==> src/rtl/lsag_pkg.sv <==
package lsag_pkg;

  // Instruction bit positions of the addressing fields
  localparam int BIT_REG_FORM = 25;
  localparam int BIT_INDEX_POS = 24;
  localparam int BIT_UP = 23;
  localparam int BIT_BYTE = 22;
  localparam int BIT_WB = 21;
  localparam int BIT_LOAD = 20;
  localparam int BASE_LSB = 16;
  localparam int INDEX_LSB = 0;
  localparam int IMM_LSB = 0;
  localparam int SHAMT_LSB = 7;
  localparam int STYPE_LSB = 5;
  localparam int FIELD_REG_W = 4;
  localparam int FIELD_IMM_W = 12;
  localparam int FIELD_SHAMT_W = 5;
  localparam int FIELD_STYPE_W = 2;

  // Register number of the program counter
  localparam logic [3:0] PC_REG_NUM = 4'hF;
  // The program counter reads as the instruction address plus this
  localparam logic [31:0] PC_READ_AHEAD = 32'h0000_0008;

  // Shift type encodings of the scaled register form
  typedef enum logic [1:0] {
    LSAG_LOGICAL_LEFT = 2'h0,
    LSAG_LOGICAL_RIGHT = 2'h1,
    LSAG_ARITHMETIC_RIGHT = 2'h2,
    LSAG_ROTATE_RIGHT = 2'h3
  } lsag_shift_t;

  // Register port offsets
  localparam logic [7:0] CTRL_OFFSET = 8'h00;
  localparam logic [7:0] STATUS_OFFSET = 8'h04;
  // Control register field: suppress writeback on an illegal form
  localparam int CTRL_SUPPRESS_BIT = 0;
  // Status register fields
  localparam int STATUS_COUNT_LSB = 0;
  localparam int STATUS_ILLEGAL_BIT = 16;
  localparam int STATUS_INDEX_PC_BIT = 17;

  // Reset values
  localparam logic CTRL_SUPPRESS_RESET = 1'b1;
  localparam logic [15:0] COUNT_RESET = 16'h0000;
  localparam logic [31:0] WORD_RESET = 32'h0000_0000;

endpackage : lsag_pkg

==> src/rtl/lsag_addr_adder.sv <==
`timescale 1ns/1ps

// Base plus or minus offset, 32-bit wrap with no overflow flag
module lsag_addr_adder (
  // Operands
  input wire logic [31:0] base_value,
  input wire logic [31:0] offset,
  // Direction: 1 adds, 0 subtracts
  input wire logic up,
  // Result
  output logic [31:0] result
);

  // Adder, purely combinational
  always_comb
  begin
    // direction bit picks add or subtract
    if (up)
      result = 32'(base_value + offset);
    else
      result = 32'(base_value - offset);
  end

endmodule : lsag_addr_adder

==> src/rtl/lsag_addr_gen.sv <==
`timescale 1ns/1ps

// Function
// - post-index: base is address, then writeback
// - index bit set: offset applied first
// - direction bit adds or subtracts offset
// - size bit: byte when set, else word
// - post-index writeback bit means unprivileged access
// - pre-index writeback bit updates base register
// - load bit: load when set, else store
// - bit 25 clear: 12-bit unsigned immediate
// - register offset equals left shift by zero
// - scaled form: amount 11:7, type 6:5
// - logical left uses amount 0 to 31
// - right shifts: zero field means 32
// - rotate zero field selects extend form
// - zero immediate offset gives base unchanged
// - program counter base reads address plus eight
// - unprivileged variants only post-indexed forms
// - preload hint only takes offset forms; other forms are flagged in form_illegal, not refused
// - base writeback only when condition passes
// - shift type two-bit decode
// - shift by 32 gives zero or sign
// - extend form inserts carry at bit 31
module lsag_addr_gen (
  // Clock and reset
  input wire logic core_clk,
  input wire logic rst,
  // Decode request
  input wire logic in_valid,
  input wire logic [31:0] instr,
  input wire logic [31:0] instr_addr,
  // Register values read for this instruction
  input wire logic [31:0] base_value,
  input wire logic [31:0] index_value,
  // Flags and class of the instruction
  input wire logic carry_flag,
  input wire logic cond_pass,
  input wire logic is_preload,
  // Result to memory stage and writeback
  output logic out_valid,
  output logic [31:0] mem_addr,
  output logic [31:0] wb_value,
  output logic wb_en,
  output logic byte_access,
  output logic load,
  output logic unpriv,
  // Diagnostic flags, also mirrored in status
  output logic form_illegal,
  output logic index_pc,
  // Register port
  input wire logic [7:0] reg_addr,
  input wire logic [31:0] reg_wdata,
  input wire logic reg_write,
  input wire logic reg_read,
  // Register port read data
  output logic [31:0] reg_rdata
);

  // Whole state of the block, registered as one word
  typedef struct packed {
    // Request seen last cycle; high for one cycle per request
    logic out_valid;
    // Access address for the memory stage
    logic [31:0] mem_addr;
    // New base value, meaningful only with wb_en
    logic [31:0] wb_value;
    // Base writeback strobe, one cycle with out_valid
    logic wb_en;
    // Access size: byte when set
    logic byte_access;
    // Transfer direction: load when set
    logic load;
    // User-level access for the post-indexed variants
    logic unpriv;
    // Preload used with an indexed form
    logic form_illegal;
    // Index field named the program counter
    logic index_pc;
    // Control bit: keep illegal forms off the register file
    logic ctrl_suppress;
    // Requests seen since the last clear; wraps silently
    logic [15:0] decode_count;
    // Copies of the last request's flags for the status register
    logic last_illegal;
    logic last_index_pc;
    // Read data, valid the cycle after a read only
    logic [31:0] rd_data;
  } lsag_state_t;

  // True when a register field names the program counter
  // Shared by the base select and the index flag so both decode alike
  function automatic logic names_pc(input logic [3:0] reg_num);
    names_pc = (reg_num == lsag_pkg::PC_REG_NUM);
  endfunction : names_pc

  // Current and next state
  // One register holds everything, so reset and update stay in step
  lsag_state_t state;
  lsag_state_t next_state;

  // Decoded instruction fields
  // Form bit: immediate when clear, index register when set
  logic reg_form;
  // Index position: offset applied before the access when set
  logic index_pos;
  // Direction: add when set, subtract when clear
  logic up;
  // Writeback bit, whose meaning depends on the index position
  logic wb_bit;
  // Base and index register numbers
  logic [3:0] base_num;
  logic [3:0] index_num;
  // Immediate, overlapping the shift fields below
  logic [11:0] imm_field;
  // Shift amount and type of the scaled form
  logic [4:0] shift_amount;
  logic [1:0] shift_type;

  // Datapath values
  // Base after the program counter substitution
  logic [31:0] base_eff;
  // Immediate or shifted index
  logic [31:0] offset;
  // Sum or difference of base and offset
  logic [31:0] computed;

  // Form checks
  // Post-indexed with writeback bit: user-level access
  logic is_unpriv_form;
  // Preload with a pre- or post-indexed form
  logic preload_bad;
  // The form asks for a base update
  logic writes_back;

  // Field extraction
  // Fields overlap between forms; the shifter picks the one that applies
  // Single-bit controls
  assign reg_form = instr[lsag_pkg::BIT_REG_FORM];
  assign index_pos = instr[lsag_pkg::BIT_INDEX_POS];
  assign up = instr[lsag_pkg::BIT_UP];
  assign wb_bit = instr[lsag_pkg::BIT_WB];
  // Register numbers and immediate
  assign base_num = instr[lsag_pkg::BASE_LSB +: lsag_pkg::FIELD_REG_W];
  assign index_num = instr[lsag_pkg::INDEX_LSB +: lsag_pkg::FIELD_REG_W];
  assign imm_field = instr[lsag_pkg::IMM_LSB +: lsag_pkg::FIELD_IMM_W];
  assign shift_amount = instr[lsag_pkg::SHAMT_LSB +: lsag_pkg::FIELD_SHAMT_W];
  assign shift_type = instr[lsag_pkg::STYPE_LSB +: lsag_pkg::FIELD_STYPE_W];

  // Base operand selection
  // A program counter base is never read from the register file
  // Applied in every form, so a post-indexed access also sees the read-ahead
  always_comb
  begin
    // program counter reads ahead by eight
    if (names_pc(base_num))
      base_eff = 32'(instr_addr + lsag_pkg::PC_READ_AHEAD);
    else
      base_eff = base_value;
  end

  // Offset former
  // Both offset kinds are formed; the form bit picks one
  // The shift fields are meaningless in immediate form and ignored there
  lsag_index_shifter u_shifter (
    .index_value(index_value),
    .carry_flag(carry_flag),
    .reg_form(reg_form),
    .imm_field(imm_field),
    .shift_amount(shift_amount),
    .shift_type(shift_type),
    .offset(offset)
  );

  // Base plus or minus offset
  // One adder feeds address and writeback, so the two agree in pre-indexed forms
  lsag_addr_adder u_adder (
    .base_value(base_eff),
    .offset(offset),
    .up(up),
    .result(computed)
  );

  // Form legality
  // Only preload misuse is caught; other reserved encodings pass through
  // The class input is trusted; the opcode bits are not rechecked here
  always_comb
  begin
    // post-index with writeback bit is unprivileged
    // unprivileged exists only in post-index encodings
    is_unpriv_form = !index_pos && wb_bit && !is_preload;
    // preload with any indexed form is flagged
    preload_bad = is_preload && (!index_pos || wb_bit);
    // pre-index updates only with writeback bit
    writes_back = !index_pos || wb_bit;
  end

  // Next state: decode result and register port
  // Default holds every field; the branches below override
  always_comb
  begin
    next_state = state;
    // Valid follows the request by exactly one cycle
    next_state.out_valid = in_valid;
    if (in_valid)
    begin
      // every result field loads in one cycle
      // post-index addresses with the base itself
      // index bit set uses the computed address
      // zero offset leaves the base as the address
      if (index_pos)
        next_state.mem_addr = computed;
      else
        next_state.mem_addr = base_eff;
      // Writeback value is the computed address in every form
      next_state.wb_value = computed;
      // writeback gated by condition pass
      // A preload never updates a register, legal or not
      next_state.wb_en = cond_pass && writes_back && !is_preload;
      // Policy bit stays visible to software although preload already blocks
      // Illegal forms may be kept away from the register file
      if (preload_bad && state.ctrl_suppress)
        next_state.wb_en = 1'b0;
      next_state.byte_access = instr[lsag_pkg::BIT_BYTE];
      next_state.load = instr[lsag_pkg::BIT_LOAD];
      next_state.unpriv = is_unpriv_form;
      // Illegal preload form is flagged, never refused
      next_state.form_illegal = preload_bad;
      // program counter index only flagged, result undefined
      next_state.index_pc = reg_form && names_pc(index_num);
      // Status copies hold until the next request
      next_state.last_illegal = preload_bad;
      next_state.last_index_pc = reg_form && names_pc(index_num);
    end
    else
    begin
      // Idle cycle: strobe-like outputs drop, data hold
      // Data fields hold so a stalled stage still sees the last result
      next_state.wb_en = 1'b0;
    end

    // Register writes
    if (reg_write)
    begin
      if (reg_addr == lsag_pkg::CTRL_OFFSET)
      begin
        // Only the suppress bit is kept; other bits are dropped
        next_state.ctrl_suppress = reg_wdata[lsag_pkg::CTRL_SUPPRESS_BIT];
      end
      else if (reg_addr == lsag_pkg::STATUS_OFFSET)
      begin
        // Writing status clears the decode counter
        next_state.decode_count = lsag_pkg::COUNT_RESET;
      end
      // Unmapped offsets fall through and change nothing
    end

    // Decode counter, a clear in the same cycle as a request leaves it at one
    // Wraps at 16 bits, so software must sample it often enough
    if (in_valid)
    begin
      if (reg_write && reg_addr == lsag_pkg::STATUS_OFFSET)
        next_state.decode_count = 16'h0001;
      else
        next_state.decode_count = 16'(state.decode_count + 16'h0001);
    end

    // Register reads, data valid only in the following cycle
    // Zero default keeps the read bus quiet between reads
    next_state.rd_data = lsag_pkg::WORD_RESET;
    if (reg_read)
    begin
      if (reg_addr == lsag_pkg::CTRL_OFFSET)
      begin
        // Only bit 0 is implemented
        next_state.rd_data[lsag_pkg::CTRL_SUPPRESS_BIT] = state.ctrl_suppress;
      end
      else if (reg_addr == lsag_pkg::STATUS_OFFSET)
      begin
        // Count, then the two last-request flags above it
        next_state.rd_data[lsag_pkg::STATUS_COUNT_LSB +: 16] = state.decode_count;
        next_state.rd_data[lsag_pkg::STATUS_ILLEGAL_BIT] = state.last_illegal;
        next_state.rd_data[lsag_pkg::STATUS_INDEX_PC_BIT] = state.last_index_pc;
      end
      else
      begin
        // Unmapped offsets read as zero
        next_state.rd_data = lsag_pkg::WORD_RESET;
      end
    end
  end

  // State register, synchronous reset
  // No asynchronous path, so reset needs a running clock
  always_ff @(posedge core_clk)
  begin
    if (rst)
    begin
      // Result outputs clear
      state.out_valid <= 1'b0;
      state.mem_addr <= lsag_pkg::WORD_RESET;
      state.wb_value <= lsag_pkg::WORD_RESET;
      state.wb_en <= 1'b0;
      state.byte_access <= 1'b0;
      state.load <= 1'b0;
      state.unpriv <= 1'b0;
      state.form_illegal <= 1'b0;
      state.index_pc <= 1'b0;
      // Suppress is on until software clears it
      state.ctrl_suppress <= lsag_pkg::CTRL_SUPPRESS_RESET;
      // Counter and last-request flags
      state.decode_count <= lsag_pkg::COUNT_RESET;
      state.last_illegal <= 1'b0;
      state.last_index_pc <= 1'b0;
      // Read bus idles at zero
      state.rd_data <= lsag_pkg::WORD_RESET;
    end
    else
    begin
      state <= next_state;
    end
  end

  // Outputs straight from the state register
  // Decode result
  assign out_valid = state.out_valid;
  assign mem_addr = state.mem_addr;
  assign wb_value = state.wb_value;
  assign wb_en = state.wb_en;
  assign byte_access = state.byte_access;
  assign load = state.load;
  assign unpriv = state.unpriv;
  // Diagnostic flags
  assign form_illegal = state.form_illegal;
  assign index_pc = state.index_pc;
  // Register port read data
  assign reg_rdata = state.rd_data;

endmodule : lsag_addr_gen

==> src/rtl/lsag_index_shifter.sv <==
`timescale 1ns/1ps

// Offset former: immediate, or shifted or rotated index register
module lsag_index_shifter (
  // Operands
  input wire logic [31:0] index_value,
  input wire logic carry_flag,
  // Decoded fields
  input wire logic reg_form,
  input wire logic [11:0] imm_field,
  input wire logic [4:0] shift_amount,
  input wire logic [1:0] shift_type,
  // Result
  output logic [31:0] offset
);

  // Doubled index; a rotate ORs a right shift of the low half with a left shift of the high half
  logic [63:0] doubled;
  assign doubled = {index_value, index_value};

  // Offset selection, purely combinational
  always_comb
  begin
    offset = 32'h0000_0000;
    if (!reg_form)
    begin
      offset = {20'h00000, imm_field};
    end
    else
    begin
      case (shift_type)
        lsag_pkg::LSAG_LOGICAL_LEFT:
        begin
          // register form is left by zero
          offset = index_value << shift_amount;
        end
        lsag_pkg::LSAG_LOGICAL_RIGHT:
        begin
          if (shift_amount == 5'h00)
            offset = 32'h0000_0000;
          else
            offset = index_value >> shift_amount;
        end
        lsag_pkg::LSAG_ARITHMETIC_RIGHT:
        begin
          // sign fill on shift by 32
          if (shift_amount == 5'h00)
            offset = {32{index_value[31]}};
          else
            offset = 32'($signed(index_value) >>> shift_amount);
        end
        default:
        begin
          if (shift_amount == 5'h00)
            offset = {carry_flag, index_value[31:1]};
          else
            offset = doubled[31:0] >> shift_amount | doubled[63:32] << (6'd32 - {1'b0, shift_amount});
        end
      endcase
    end
  end

endmodule : lsag_index_shifter

==> config.mk <==
export PLATFORM = sky130hd
export DESIGN_NAME = lsag_addr_gen
export DESIGN_NICKNAME = d
export VERILOG_FILES = /design/src/rtl/lsag_pkg.sv /design/src/rtl/lsag_addr_adder.sv /design/src/rtl/lsag_addr_gen.sv /design/src/rtl/lsag_index_shifter.sv
export SDC_FILE = /design/constraint.sdc
export NUM_CORES = 1
export LEC_CHECK = 0
export ABC_AREA = 1
export BUFFER_PORTS_ARGS = -buffer_cell sky130_fd_sc_hd__buf_4
export CAP_MARGIN = 25
export CORE_ASPECT_RATIO = 0.5
export CORE_MARGIN = 5
export CORE_UTILIZATION = 25
export CTS_CLUSTER_DIAMETER = 150
export DETAILED_ROUTE_END_ITERATION = 6
export PLACE_DENSITY_LB_ADDON = 0.08
export SYNTH_ARGS = -nofsm -noshare
export SYNTH_HDL_FRONTEND = slang
export SYNTH_HIERARCHICAL = 1
export SYNTH_SLANG_ARGS = --single-unit
==> constraint.sdc <==
create_clock -name core_clk -period 5.5 [get_ports core_clk]
set_input_delay 0.275 -clock core_clk [delete_from_list [all_inputs] [get_ports core_clk]]
set_output_delay 0.275 -clock core_clk [all_outputs]
set_load 0.02 [all_outputs]
### Word-level counts from Yosys, hierarchy flattened

Cells that the tools add are included.
W data, S select, Z words.

* bits in registers: 120
* bits of input ports: 176
* output and inout port bits: 103
* logic and storage cells: 68

* add/sub/neg operators: 5
* equality and inequality tests: 6
* shift-type cells: 4
* multiplexer cells: 15
* bitwise gates (word level): 4
* reductions and logical operators: 21

Operator list (number)
* $mux W32: 7
* $pmux W32 S3: 1
* $mux W16: 5
* $add A32 B32 Y32: 1
* $add A32 B4 Y32 const B: 1
* $or A32 B32 Y32: 1
* $shl A32 B5 Y32: 1
* $shl A32 B6 Y32: 1
* $shr A32 B5 Y32: 1
* $sshr A32 B5 Y32: 1
* $sub A32 B32 Y32: 1
* $add A16 B1 Y16 const B: 1
* $eq A4 B4 Y1 const B: 2
* $eq A8 B3 Y1 const B: 1
* $logic_and A1 B1 Y1: 8
* $logic_not A8 Y1: 1
* $sub A6 B5 Y6 const A: 1
* $logic_not A5 Y1: 1
* $reduce_bool A2 Y1: 2
* $reduce_or A4 Y1: 1
* $not A1 Y1: 3
* $reduce_and A3 Y1: 1
* $reduce_or A3 Y1: 1
* $eq A2 B1 Y1 const B: 1
* 8 further kinds: 10

### Logic depth before layout (Yosys ltp)

Gate-level depths: netlist of the first run.

* depth after elaboration: 9
* gate-level depth with buffers: 42
* depth with buffers taken out: 39

### Hierarchy

Netlist of the first run, hierarchy kept.

By module, submodules not included
* lsag_addr_gen: times used 1, cells an instance 921, area an instance 6248.5 sq um, sequential area each 2122.0 sq um
* lsag_index_shifter: times used 1, cells an instance 1351, area an instance 6068.3 sq um, sequential area each 0.0 sq um
* lsag_addr_adder: times used 1, cells an instance 676, area an instance 3343.2 sq um, sequential area each 0.0 sq um

### Least setup slack after synthesis of the first run

OpenSTA, ideal clock, no wires.

* path kind: input to register
* start point: input instr[8]
* end point: register, netlist name mem_addr[27]
* library setup time: 139 ps
* data arrival time: 4761 ps
* required time: 5361 ps
* setup slack: 600 ps
* stages on the path: 36
* path buffers: 4
* cell sequence: inv_1 -> clkbuf_1 -> buf_1 -> ha_1 -> nand2_1 -> nor2_1 -> ha_1 -> clkbuf_1 -> inv_1 -> nand3_1 -> clkinv_1 -> clkbuf_1 -> nand2_1 -> nand3_1 -> nor2_1 -> nor2_1 -> inv_1 -> ha_1 -> nand2_2 -> nor2_4 -> nand4_1 -> nand2_1 -> nand2_1 -> xor2_1 -> ha_1 -> nand2_1 -> nor3_1 -> nand2_1 -> nor2_1 -> nand2_1 -> nand3_1 -> nand2_1 -> nand2_1 -> o21ai_0 -> nand2_1 -> a21oi_2

* cells in the longest elaborated chain, start to end: 9
* elaborated cells between the ends (all ways): 16
* classes of those cells: add/sub: 3; shift: 4; mux: 7; bitwise: 1; reduce/logical: 1

Ends and longest elaborated chain
* start, declared: RTL line lsag_addr_gen.sv:31 `input wire logic [31:0] instr,`
* $sub A6 B5 Y6: RTL line lsag_index_shifter.sv:57 `offset = doubled[31:0] >> shift_amount | doubled[63:32] << (6'd32 - {1'b0, shift_amount});`
* $shl A32 B6 Y32: RTL line lsag_index_shifter.sv:57
* $or A32 B32 Y32: RTL line lsag_index_shifter.sv:57
* $mux W32: RTL line lsag_index_shifter.sv:54 `if (shift_amount == 5'h00)`
* $pmux W32 S3 (*): RTL line lsag_index_shifter.sv:31 `case (shift_type)`
* $mux W32 (*): RTL line lsag_index_shifter.sv:25 `if (!reg_form)`
* net offset[0]: RTL line lsag_addr_gen.sv:124 `logic [31:0] offset;`
* $sub A32 B32 Y32 or $add A32 B32 Y32 (tied branches): RTL line lsag_addr_adder.sv:21, lsag_addr_adder.sv:19
* $mux W32 (*): RTL line lsag_addr_adder.sv:18 `if (up)`
* net computed[27]: RTL line lsag_addr_gen.sv:126 `logic [31:0] computed;`
* $mux W32 (*): RTL line lsag_addr_gen.sv:211 `if (index_pos)`

Mark *: on every way through the listed nets, which the timed path passes. The rest lies on a longest branch.
A chain may end at the register's enable or synchronous reset.

### Worst setup path in the final report of the first run

* start point: input instr[8]
* end point: register, netlist name mem_addr[29]

* cells in the longest elaborated chain, start to end: 9
* elaborated cells between the ends (all ways): 16
* classes of those cells: add/sub: 3; shift: 4; mux: 7; bitwise: 1; reduce/logical: 1

Ends and longest elaborated chain (RTL line)
* $sub A6 B5 Y6: lsag_index_shifter.sv:57
* $shl A32 B6 Y32: lsag_index_shifter.sv:57
* $or A32 B32 Y32: lsag_index_shifter.sv:57
* $mux W32: lsag_index_shifter.sv:54
* $pmux W32 S3 (*): lsag_index_shifter.sv:31
* $mux W32 (*): lsag_index_shifter.sv:25
* net offset[24]: lsag_addr_gen.sv:124
* $sub A32 B32 Y32 or $add A32 B32 Y32 (tied branches): lsag_addr_adder.sv:21, lsag_addr_adder.sv:19
* $mux W32 (*): lsag_addr_adder.sv:18
* net computed[29]: lsag_addr_gen.sv:126
* $mux W32 (*): lsag_addr_gen.sv:211

Marked as above.

==> summary.md, run 1 <==
| Metric | Value |
|---|---|
| Status | `completed` |
| Crit path depth | `38` |
| Cell Pwr Density | `about 210 nW/um^2` |
| Sequential share of the synthesized area | `between 10% and 20%` |
| CTS tree | `built` |
| CP peak stage delay | `between 0.3 and 0.4 ns` |
| Routability congestion estimate | `just under 1` |
| Area growth syn-to-layout | `25.7%` |
| Fin crit period | `about 5.1 ns` |
| Post-Route M1 WL | `38000 um` |
| FP Rows | `between 60 and 70` |
| Die Wd | `roughly 360 um` |
| Worst setup margin | `0.365 ns` |
| Routed Antenna Nets | `0` |
| All-layer global routing usage | `23.5%` |
| Final #Nets | `about 3500` |
| Routed vias/inst | `between 5 and 6` |
| WHS | `0.135 ns` |
| DRC viols | `0` |
| # IOs | `approximately 280` |
| Wire per inst | `20.4 um` |
| Setup violations, final | `0` |
| Slew Viols, Final | `0` |
| Routed length on met3 | `4000 um` |
| Htree depth | `3` |
| Largest net degree at the start of global routing | `59` |
| Hold Crit Class | `primary input to register` |
| Worst path slowest cell | `ha_1` |
| Crit share post-route | `slightly above 90%` |
| VDD IR-drop max | `0.186 mV` |
| Placed wire-length estimate | `just under 70000 um` |
| Asr flop ratio synth | `0%` |
| Met2 routed WL | `38300 um` |
| Via count | `20300` |
| Syn. warnings | `6` |
| Reg2reg setup slack | `between 3 and 4 ns` |
| Most frequent cells in the layout | `nand2_1, nand3_1, buf_4` |
| CP startpoint | `instr[8]` |
| Max cap viols | `0` |
| Dpl ws | `-0.221 ns` |
| Critical Path AT | `about 5.4 ns` |
| RR Startpoint | `state[34]$_SDFFE_PP0P_` |
| Post-CTS Setup Bufs | `0` |
| Clock slew at reported path FFs | `approximately 0.080 ns` |
| Initial antenna violation count | `2` |
| Crit path max fanout | `9` |
| Post-CTS Hold Buffers | `0` |
| R2R depth | `8` |
| Commonest non-fill, non-tap cell in the layout | `nand2_1` |
| CTS sink cnt | `roughly 110` |
| Drt first pass iters | `6` |
| Ratio of cells with drive above 1 in the final layout | `18.6%` |
| Mux share of post-synthesis cell area | `0%` |
| Overall power | `approximately 4100 uW` |
| Synth Area in Simple Gates | `between 50% and 60%` |
| Most used cell along the critical path | `nand2_1` |
| Post-Synth Adder-Cell Area | `under 10%` |
| Clk Latency, worst-skew pair | `~0.36 ns` |
| Worst rel slew slack | `approximately 34%` |
| Largest delay share family, worst path | `simple AND/OR/NAND/NOR gates` |
| RSZ-0062 raised after global routing | `no` |
| Top Layer Used | `met5` |
| Clock root buffer | `clkbuf_16` |
| Port-buffer cells | `~220` |
| Critical path startpoint category | `primary input` |
| Leak Pwr | `roughly 0.01 uW` |
| Worst Setup EP | `mem_addr[29]$_SDFFE_PP0P_` |
| CP Class | `primary input to register` |
| Die Y | `around 190 um` |
| Setup TNS | `0 ns` |
| First-pass GRT wire length | `between 100000 and 150000 um` |
| Vias in the first global route | `19500` |
| Largest family of logic cells by synthesized area | `simple AND/OR/NAND/NOR gates` |
| Most used DFF post-synth | `dfxtp_1` |
| Routed WL | `a little over 80000 um` |
| Core area | `between 60000 and 70000 um^2` |
| Compound-gate portion of the synthesized area | `approximately 12%` |
| Synth Area per Inst | `~5.3 um^2` |
| Maximum clock frequency | `just under 200 MHz` |
| Post-synthesis cell type count | `50` |
| CTS Buf Count | `9` |
| Clock buffer depth | `2` |
| Starting density of the core | `about a quarter` |
| XOR/XNOR Fraction of Synth Area | `around 2.8%` |
| Critical Path RT | `about 5.7 ns` |
| Clock Skews | `approximately 0.0038 ns` |
| Crit end category | `register` |
| Die area | `~68000 um^2` |
| Initial DRC Count | `~1700` |
| Critical R2R Capture | `state[48]$_SDFFE_PP0P_` |
| Cell Area, Synth | `15700 um^2` |
| Crit path buffers/inverters | `9` |
| Hold Vio Cnt, Final | `0` |
| Syn Inst Count | `just under 3000` |
| Total grt overflow | `0` |
| Number of synthesized flops with an enable pin | `0` |
| Seq cells post-synth | `~110` |
| Slew @ Worst Pin | `between 0.9 and 1 ns` |
-- timing repair --
item | CTS | global route
gates resized for setup | 0 | 2
setup endpoints to repair | 0 | 17
hold endpoints to repair | 0 | 0
-- routing by layer --
layer,track usage [%],vias to the layer above
met2,39.6,644
met5,0,-
met1,31.9,9481
met4,7.13,4
met3,1.84,107
li1,-,10100
-- kinds of logic after synthesis --
| kind of cell | Yosys count |
|---|---|
| AO/OA/AOI/OAI | 330 |
| XOR/XNOR | 50 |
| adder cells (fa/ha/maj) | 44 |
| buffers and inverters | 480 |
| flip-flops | 106 |
| other | 1 |
| AND/OR/NAND/NOR | 1937 |
-- metrics by stage --
step | cells | area (um^2) | util [%]
3_3_place_gp | 4045 | 19400 | 31.5
6_report | 4062 | 19700 | 32.0
2_1_floorplan | 2961 | 15700 | -
3_5_place_dp | 4045 | 19400 | 31.5
5_1_grt | 4061 | 19700 | 32.0
4_1_cts | 4061 | 19700 | 31.9
-- synthesized netlist by cell type (3+ instances only) --
| cell type | count | share of area, % |
|---|---|---|
| a21oi_1 | 141 | 4.5 |
| a21oi_2 | 11 | 0.62 |
| a31oi_1 | 5 | 0.20 |
| and2_1 | 12 | 0.48 |
| buf_1 | 31 | 0.74 |
| buf_2 | 33 | 1.1 |
| buf_4 | 98 | 4.7 |
| clkbuf_1 | 81 | 1.9 |
| clkinv_1 | 6 | 0.14 |
| dfxtp_1 | 106 | 14 |
| ha_1 | 43 | 3.4 |
| inv_1 | 227 | 5.4 |
| inv_2 | 4 | 0.096 |
| nand2_1 | 967 | 23 |
| nand2_2 | 16 | 0.64 |
| nand3_1 | 570 | 18 |
| nand3_2 | 16 | 1.0 |
| nand3b_1 | 11 | 0.53 |
| nand4_1 | 24 | 0.96 |
| nor2_1 | 272 | 6.5 |
| nor2_2 | 13 | 0.52 |
| nor2_4 | 8 | 0.58 |
| nor3_1 | 14 | 0.45 |
| o211ai_1 | 36 | 1.7 |
| o21a_1 | 6 | 0.29 |
| o21ai_0 | 94 | 3.0 |
| o21ai_1 | 13 | 0.42 |
| o21ai_2 | 3 | 0.17 |
| o21bai_1 | 10 | 0.48 |
| or2_2 | 3 | 0.12 |
| xnor2_1 | 13 | 0.73 |
| xor2_1 | 37 | 2.1 |
-- worst min-delay path by stage --
stage / from / end / cells past startpoint
6_report: instr[22] / byte_access$_SDFFE_PP0P_ / 3
5_1_grt: instr[22] / byte_access$_SDFFE_PP0P_ / 3
4_1_cts: instr[22] / byte_access$_SDFFE_PP0P_ / 3
3_5_place_dp: state[50]$_SDFFE_PP1P_ / state[50]$_SDFFE_PP1P_ / 2
3_3_place_gp: state[50]$_SDFFE_PP1P_ / state[50]$_SDFFE_PP1P_ / 2
2_1_floorplan: instr[22] / byte_access$_SDFFE_PP0P_ / 2
-- area by class of cell --
| class | count | area [um^2] |
|---|---|---|
| antenna | 1 | 2.50 |
| clock buffer | 12 | 246 |
| clock inverter | 4 | 33.8 |
| fill | 7134 | 41900 |
| inverter | 237 | 891 |
| multi-input combinational | 2375 | 11400 |
| sequential | 106 | 2120 |
| tap | 825 | 1030 |
| timing repair buffer | 502 | 3940 |
-- worst reg2reg max path, cell delays in order (launching register included) --
cell	delay, ns
dfxtp_1	0.46
ha_1	0.20
nand2_1	0.09
nor2_1	0.24
nand3_1	0.19
nor2_1	0.15
a21oi_1	0.07
o21ai_0	0.08
a21oi_1	0.08
-- registers in the layout (all words and copies together) (netlist names) --
signal,count
byte_access,1
unpriv,1
state,19
wb_en,1
wb_value,32
reg_rdata,18
load,1
out_valid,1
mem_addr,32
-- where the power goes --
group	internal (uW)	total [uW]	leakage [uW]	switching [uW]
combinational	969	2520	0.00896	1550
sequential	841	888	0.000868	46.8
clock	327	662	0.000139	335
Power figures use the tool's default switching activity.
==> run 2, diff against run 1 <==
--- a/config.mk
+++ b/config.mk
@@ -5,7 +5,6 @@
 export SDC_FILE = /design/constraint.sdc
 export NUM_CORES = 1
 export LEC_CHECK = 0
-export ABC_AREA = 1
 export BUFFER_PORTS_ARGS = -buffer_cell sky130_fd_sc_hd__buf_4
 export CAP_MARGIN = 25
 export CORE_ASPECT_RATIO = 0.5
==> run 2 against run 1 <==
Clock power grew 2%. Synthesized cell count shrank 33%. Sequential share of layout area shrank 1.6 points. Wire length grew 5.8%. First-iteration DRC count grew 0.29%. Critical endpoint is now mem_addr[31]$_SDFFE_PP0P_. Die area shrank 1.0%. Flip-flop and latch count is the same. Count of clock-buffer cells in the layout shrank 2. Global-route usage grew 1.3 points.
==> summary.md, run 2 <==
| Metric | Value |
|---|---|
| All-layer global routing usage | `24.8% (was 23.5%)` |
| Critical path startpoint category | `primary input (unchanged)` |
| Seq cells post-synth | `106 (unchanged)` |
| Crit path buffers/inverters | `5 (was 9)` |
| Wire per inst | `25.5 um (was 20.4 um)` |
| Starting density of the core | `25.3% (was 25.4%)` |
| Dpl ws | `-0.670 ns (was -0.221 ns)` |
| Number of synthesized flops with an enable pin | `0 (unchanged)` |
| First-pass GRT wire length | `124000 um (was 123000 um)` |
| Most used DFF post-synth | `dfxtp_1 (unchanged)` |
| Placed wire-length estimate | `73400 um (was 67900 um)` |
| Fin util | `37.6% (was 32.0%)` |
| Total grt overflow | `0 (unchanged)` |
| Int Power | `2710 uW (was 2140 uW)` |
| Hold Crit Class | `primary input to register (unchanged)` |
| Crit path max fanout | `6 (was 9)` |
| Area growth syn-to-layout | `48.5% (was 25.7%)` |
| Commonest non-fill, non-tap cell in the layout | `buf_4 (was nand2_1)` |
| DRC viols | `0 (unchanged)` |
| Largest net degree at the start of global routing | `77 (was 59)` |
| Crit share post-route | `98.3% (was 93.4%)` |
| Clock Power Share | `14.2% (was 16.3%)` |
| Port-buffer cells | `223 (unchanged)` |
| Via count | `18300 (was 20300)` |
| Htree depth | `3 (unchanged)` |
| Die Wd | `362 um (was 364 um)` |
| WHS | `0.157 ns (was 0.135 ns)` |
| Reg2reg setup slack | `3.68 ns (was 3.81 ns)` |
| Die Y | `186 um (was 187 um)` |
| Combinational share of power | `66.8% (was 61.9%)` |
| Initial antenna violation count | `5 (was 2)` |
| Clock Skews | `0.00980 ns (was 0.00384 ns)` |
| Slew @ Worst Pin | `0.910 ns (was 0.983 ns)` |
| CTS Buf Count | `9 (unchanged)` |
| Most numerous cell in the Yosys netlist | `nor2_1 (was nand2_1)` |
| Crit end category | `register (unchanged)` |
| RSZ-0062 raised after global routing | `yes (was no)` |
| CP peak stage delay | `0.58 ns (was 0.31 ns)` |
| Post-synthesis cell type count | `109 (was 50)` |
| Critical Path RT | `5.76 ns (was 5.73 ns)` |
| Clock buffer depth | `2 (unchanged)` |
| Share of power burned in registers | `19.0% (was 21.8%)` |
| CTS tree | `built (unchanged)` |
| Worst setup margin | `0.0912 ns (was 0.365 ns)` |
| Critical Path AT | `5.67 ns (was 5.36 ns)` |
| Sequential share of the synthesized area | `13.7% (was 13.6%)` |
| Max cap viols | `0 (unchanged)` |
| Routability congestion estimate | `1.03 (was 0.982)` |
| Largest delay share family, worst path | `compound AO/OA/AOI/OAI gates (was simple AND/OR/NAND/NOR gates)` |
| Psw | `2020 uW (was 1930 uW)` |
| Hold Vio Cnt, Final | `0 (unchanged)` |
| Clock root buffer | `clkbuf_16 (unchanged)` |
| Cell Pwr Density | `206 nW/um^2 (was 207 nW/um^2)` |
| Routed vias/inst | `5.34 (was 5.00)` |
| Status | `completed (unchanged)` |
| Core area | `61300 um^2 (was 61600 um^2)` |
| Post-synth top cells | `nor2_1, nand2_1, mux2i_1 (was nand2_1, nand3_1, nor2_1)` |
| Asr flop ratio synth | `0% (unchanged)` |
| Final #Nets | `2828 (was 3451)` |
| Setup TNS | `0 ns (unchanged)` |
| Synth area leader | `dfxtp_1 (was nand2_1)` |
| Clk Latency, worst-skew pair | `0.35 ns (was 0.36 ns)` |
| FP Rows | `64 (unchanged)` |
| Syn. warnings | `6 (unchanged)` |
| Drt first pass iters | `5 (was 6)` |
| Most frequent cells in the layout | `buf_4, nor2_1, nand2_1 (was nand2_1, nand3_1, buf_4)` |
| Post-CTS Hold Buffers | `0 (unchanged)` |
| Maximum clock frequency | `185 MHz (was 195 MHz)` |
| Largest regs | `mem_addr: 32 flops, wb_value: 32 flops, state: 19 flops (unchanged)` |
| Vias in the first global route | `17700 (was 19500)` |
| Initial DRC Count | `1751 (was 1746)` |
| Worst path slowest cell | `or4_4 (was ha_1)` |
| CTS sink cnt | `106 (unchanged)` |
| Routed Antenna Nets | `0 (unchanged)` |
| Overall power | `4730 uW (was 4070 uW)` |
| VDD IR-drop max | `0.138 mV (was 0.186 mV)` |
| Routed WL | `87800 um (was 83000 um)` |
| Share of Yosys cell area claimed by the top area cell type | `13.7% (was 23.2%)` |
| Slew Viols, Final | `0 (unchanged)` |
| Cell Area, Synth | `15500 um^2 (was 15700 um^2)` |
| Die area | `67400 um^2 (was 68000 um^2)` |
| Ratio of cells with drive above 1 in the final layout | `45.1% (was 18.6%)` |
| Main area contributors after synthesis | `dfxtp_1, mux4_2, mux2i_1 (was nand2_1, nand3_1, dfxtp_1)` |
| Clock slew at reported path FFs | `0.07 ns (was 0.08 ns)` |
| Fin crit period | `5.41 ns (was 5.13 ns)` |
| Leak Pwr | `0.0100 uW (was 0.00997 uW)` |
| Worst rel slew slack | `39.3% (was 34.4%)` |
| Synth Area per Inst | `7.85 um^2 (was 5.31 um^2)` |
| # IOs | `279 (unchanged)` |
| Syn Inst Count | `1974 (was 2948)` |
| Switch share | `42.7% (was 47.5%)` |
| CP Class | `primary input to register (unchanged)` |
| Setup violations, final | `0 (unchanged)` |
run 2: cell types whose count changed in the layout (fill, tap and decap cells not counted), sizes merged, moves of 54 or more:
| cell | previous run | this run |
|---|---|---|
| a21oi | 152 | 98 |
| buf | 502 | 865 |
| inv | 231 | 23 |
| mux2 | 0 | 58 |
| mux2i | 0 | 119 |
| mux4 | 0 | 70 |
| nand2 | 985 | 176 |
| nand3 | 586 | 41 |
| nor2 | 295 | 228 |
run 2: final timing paths:
check                                              start                         to  cells past startpoint
worst max-delay path                            instr[7]  mem_addr[31]$_SDFFE_PP0P_                     30
worst min-delay path                           instr[22]   byte_access$_SDFFE_PP0P_                      3
worst max register to register    state[36]$_SDFFE_PP0P_     state[49]$_SDFFE_PP0P_                      5
worst min register to register  mem_addr[0]$_SDFFE_PP0P_   mem_addr[0]$_SDFFE_PP0P_                      2
run 2: per-stage QoR:
stage,std cells,instance area [um^2]
6_report,3439,23000
4_1_cts,3416,22100
2_1_floorplan,1987,15800
5_1_grt,3439,23000
3_3_place_gp,3401,21800
3_5_place_dp,3401,21800
run 2: final cells by class:
type / count / area, um^2
multi-input combinational: 1599 / 12600
inverter: 25 / 113
fill: 6461 / 38200
antenna: 2 / 5.00
tap: 825 / 1030
clock buffer: 10 / 229
clock inverter: 5 / 72.6
timing repair buffer: 867 / 6870
sequential: 106 / 2120
run 2: metal layers:
metal  global-route usage (%)  part of all wire [%]  up-vias
li1                         -                     -     8584
met1                     34.0                    45     8842
met2                     39.5                    44      756
met3                     4.01                   7.1      166
met4                     9.10                   4.0        0
met5                        0                     0        -
run 2: power groups by stage:
stage | Clock [uW] | Sequential [uW] | Combinational [uW]
after detailed placement | 0 | 914 | 2960
after global placement | 0 | 913 | 2980
after global routing | 732 | 907 | 3350
after CTS | 702 | 899 | 2980
after floorplan | 0 | 896 | 1540
final | 673 | 897 | 3160
run 2: tightest hold or removal path: stages:
cell and delay, ns:
buf_4 0.08, mux2i_1 0.05, nor2_1 0.07
run 2: logic make-up (layout without fill, tap and decap cells):
| group | count (synthesis) | in the layout | share of synthesized area, % |
|---|---|---|---|
| simple gates | 690 | 690 | 21.3 |
| compound gates | 515 | 515 | 23.7 |
| buf+inv | 282 | 907 | 10.3 |
| mux | 247 | 247 | 22.2 |
| flops | 106 | 106 | 13.7 |
| xor+xnor | 89 | 89 | 5.15 |
| fa+ha+maj | 44 | 44 | 3.60 |
| other cells | 1 | 16 | 0.0242 |
run 2: repair_timing:
action / 4_1_cts / 5_1_grt
buffers inserted: 0 / 20
pin swaps: 2 / 83
cloned: 0 / 2
endpoints found under the setup margin: 21 / 35
gates resized for setup: 10 / 149
endpoints found under the hold margin: 0 / 0
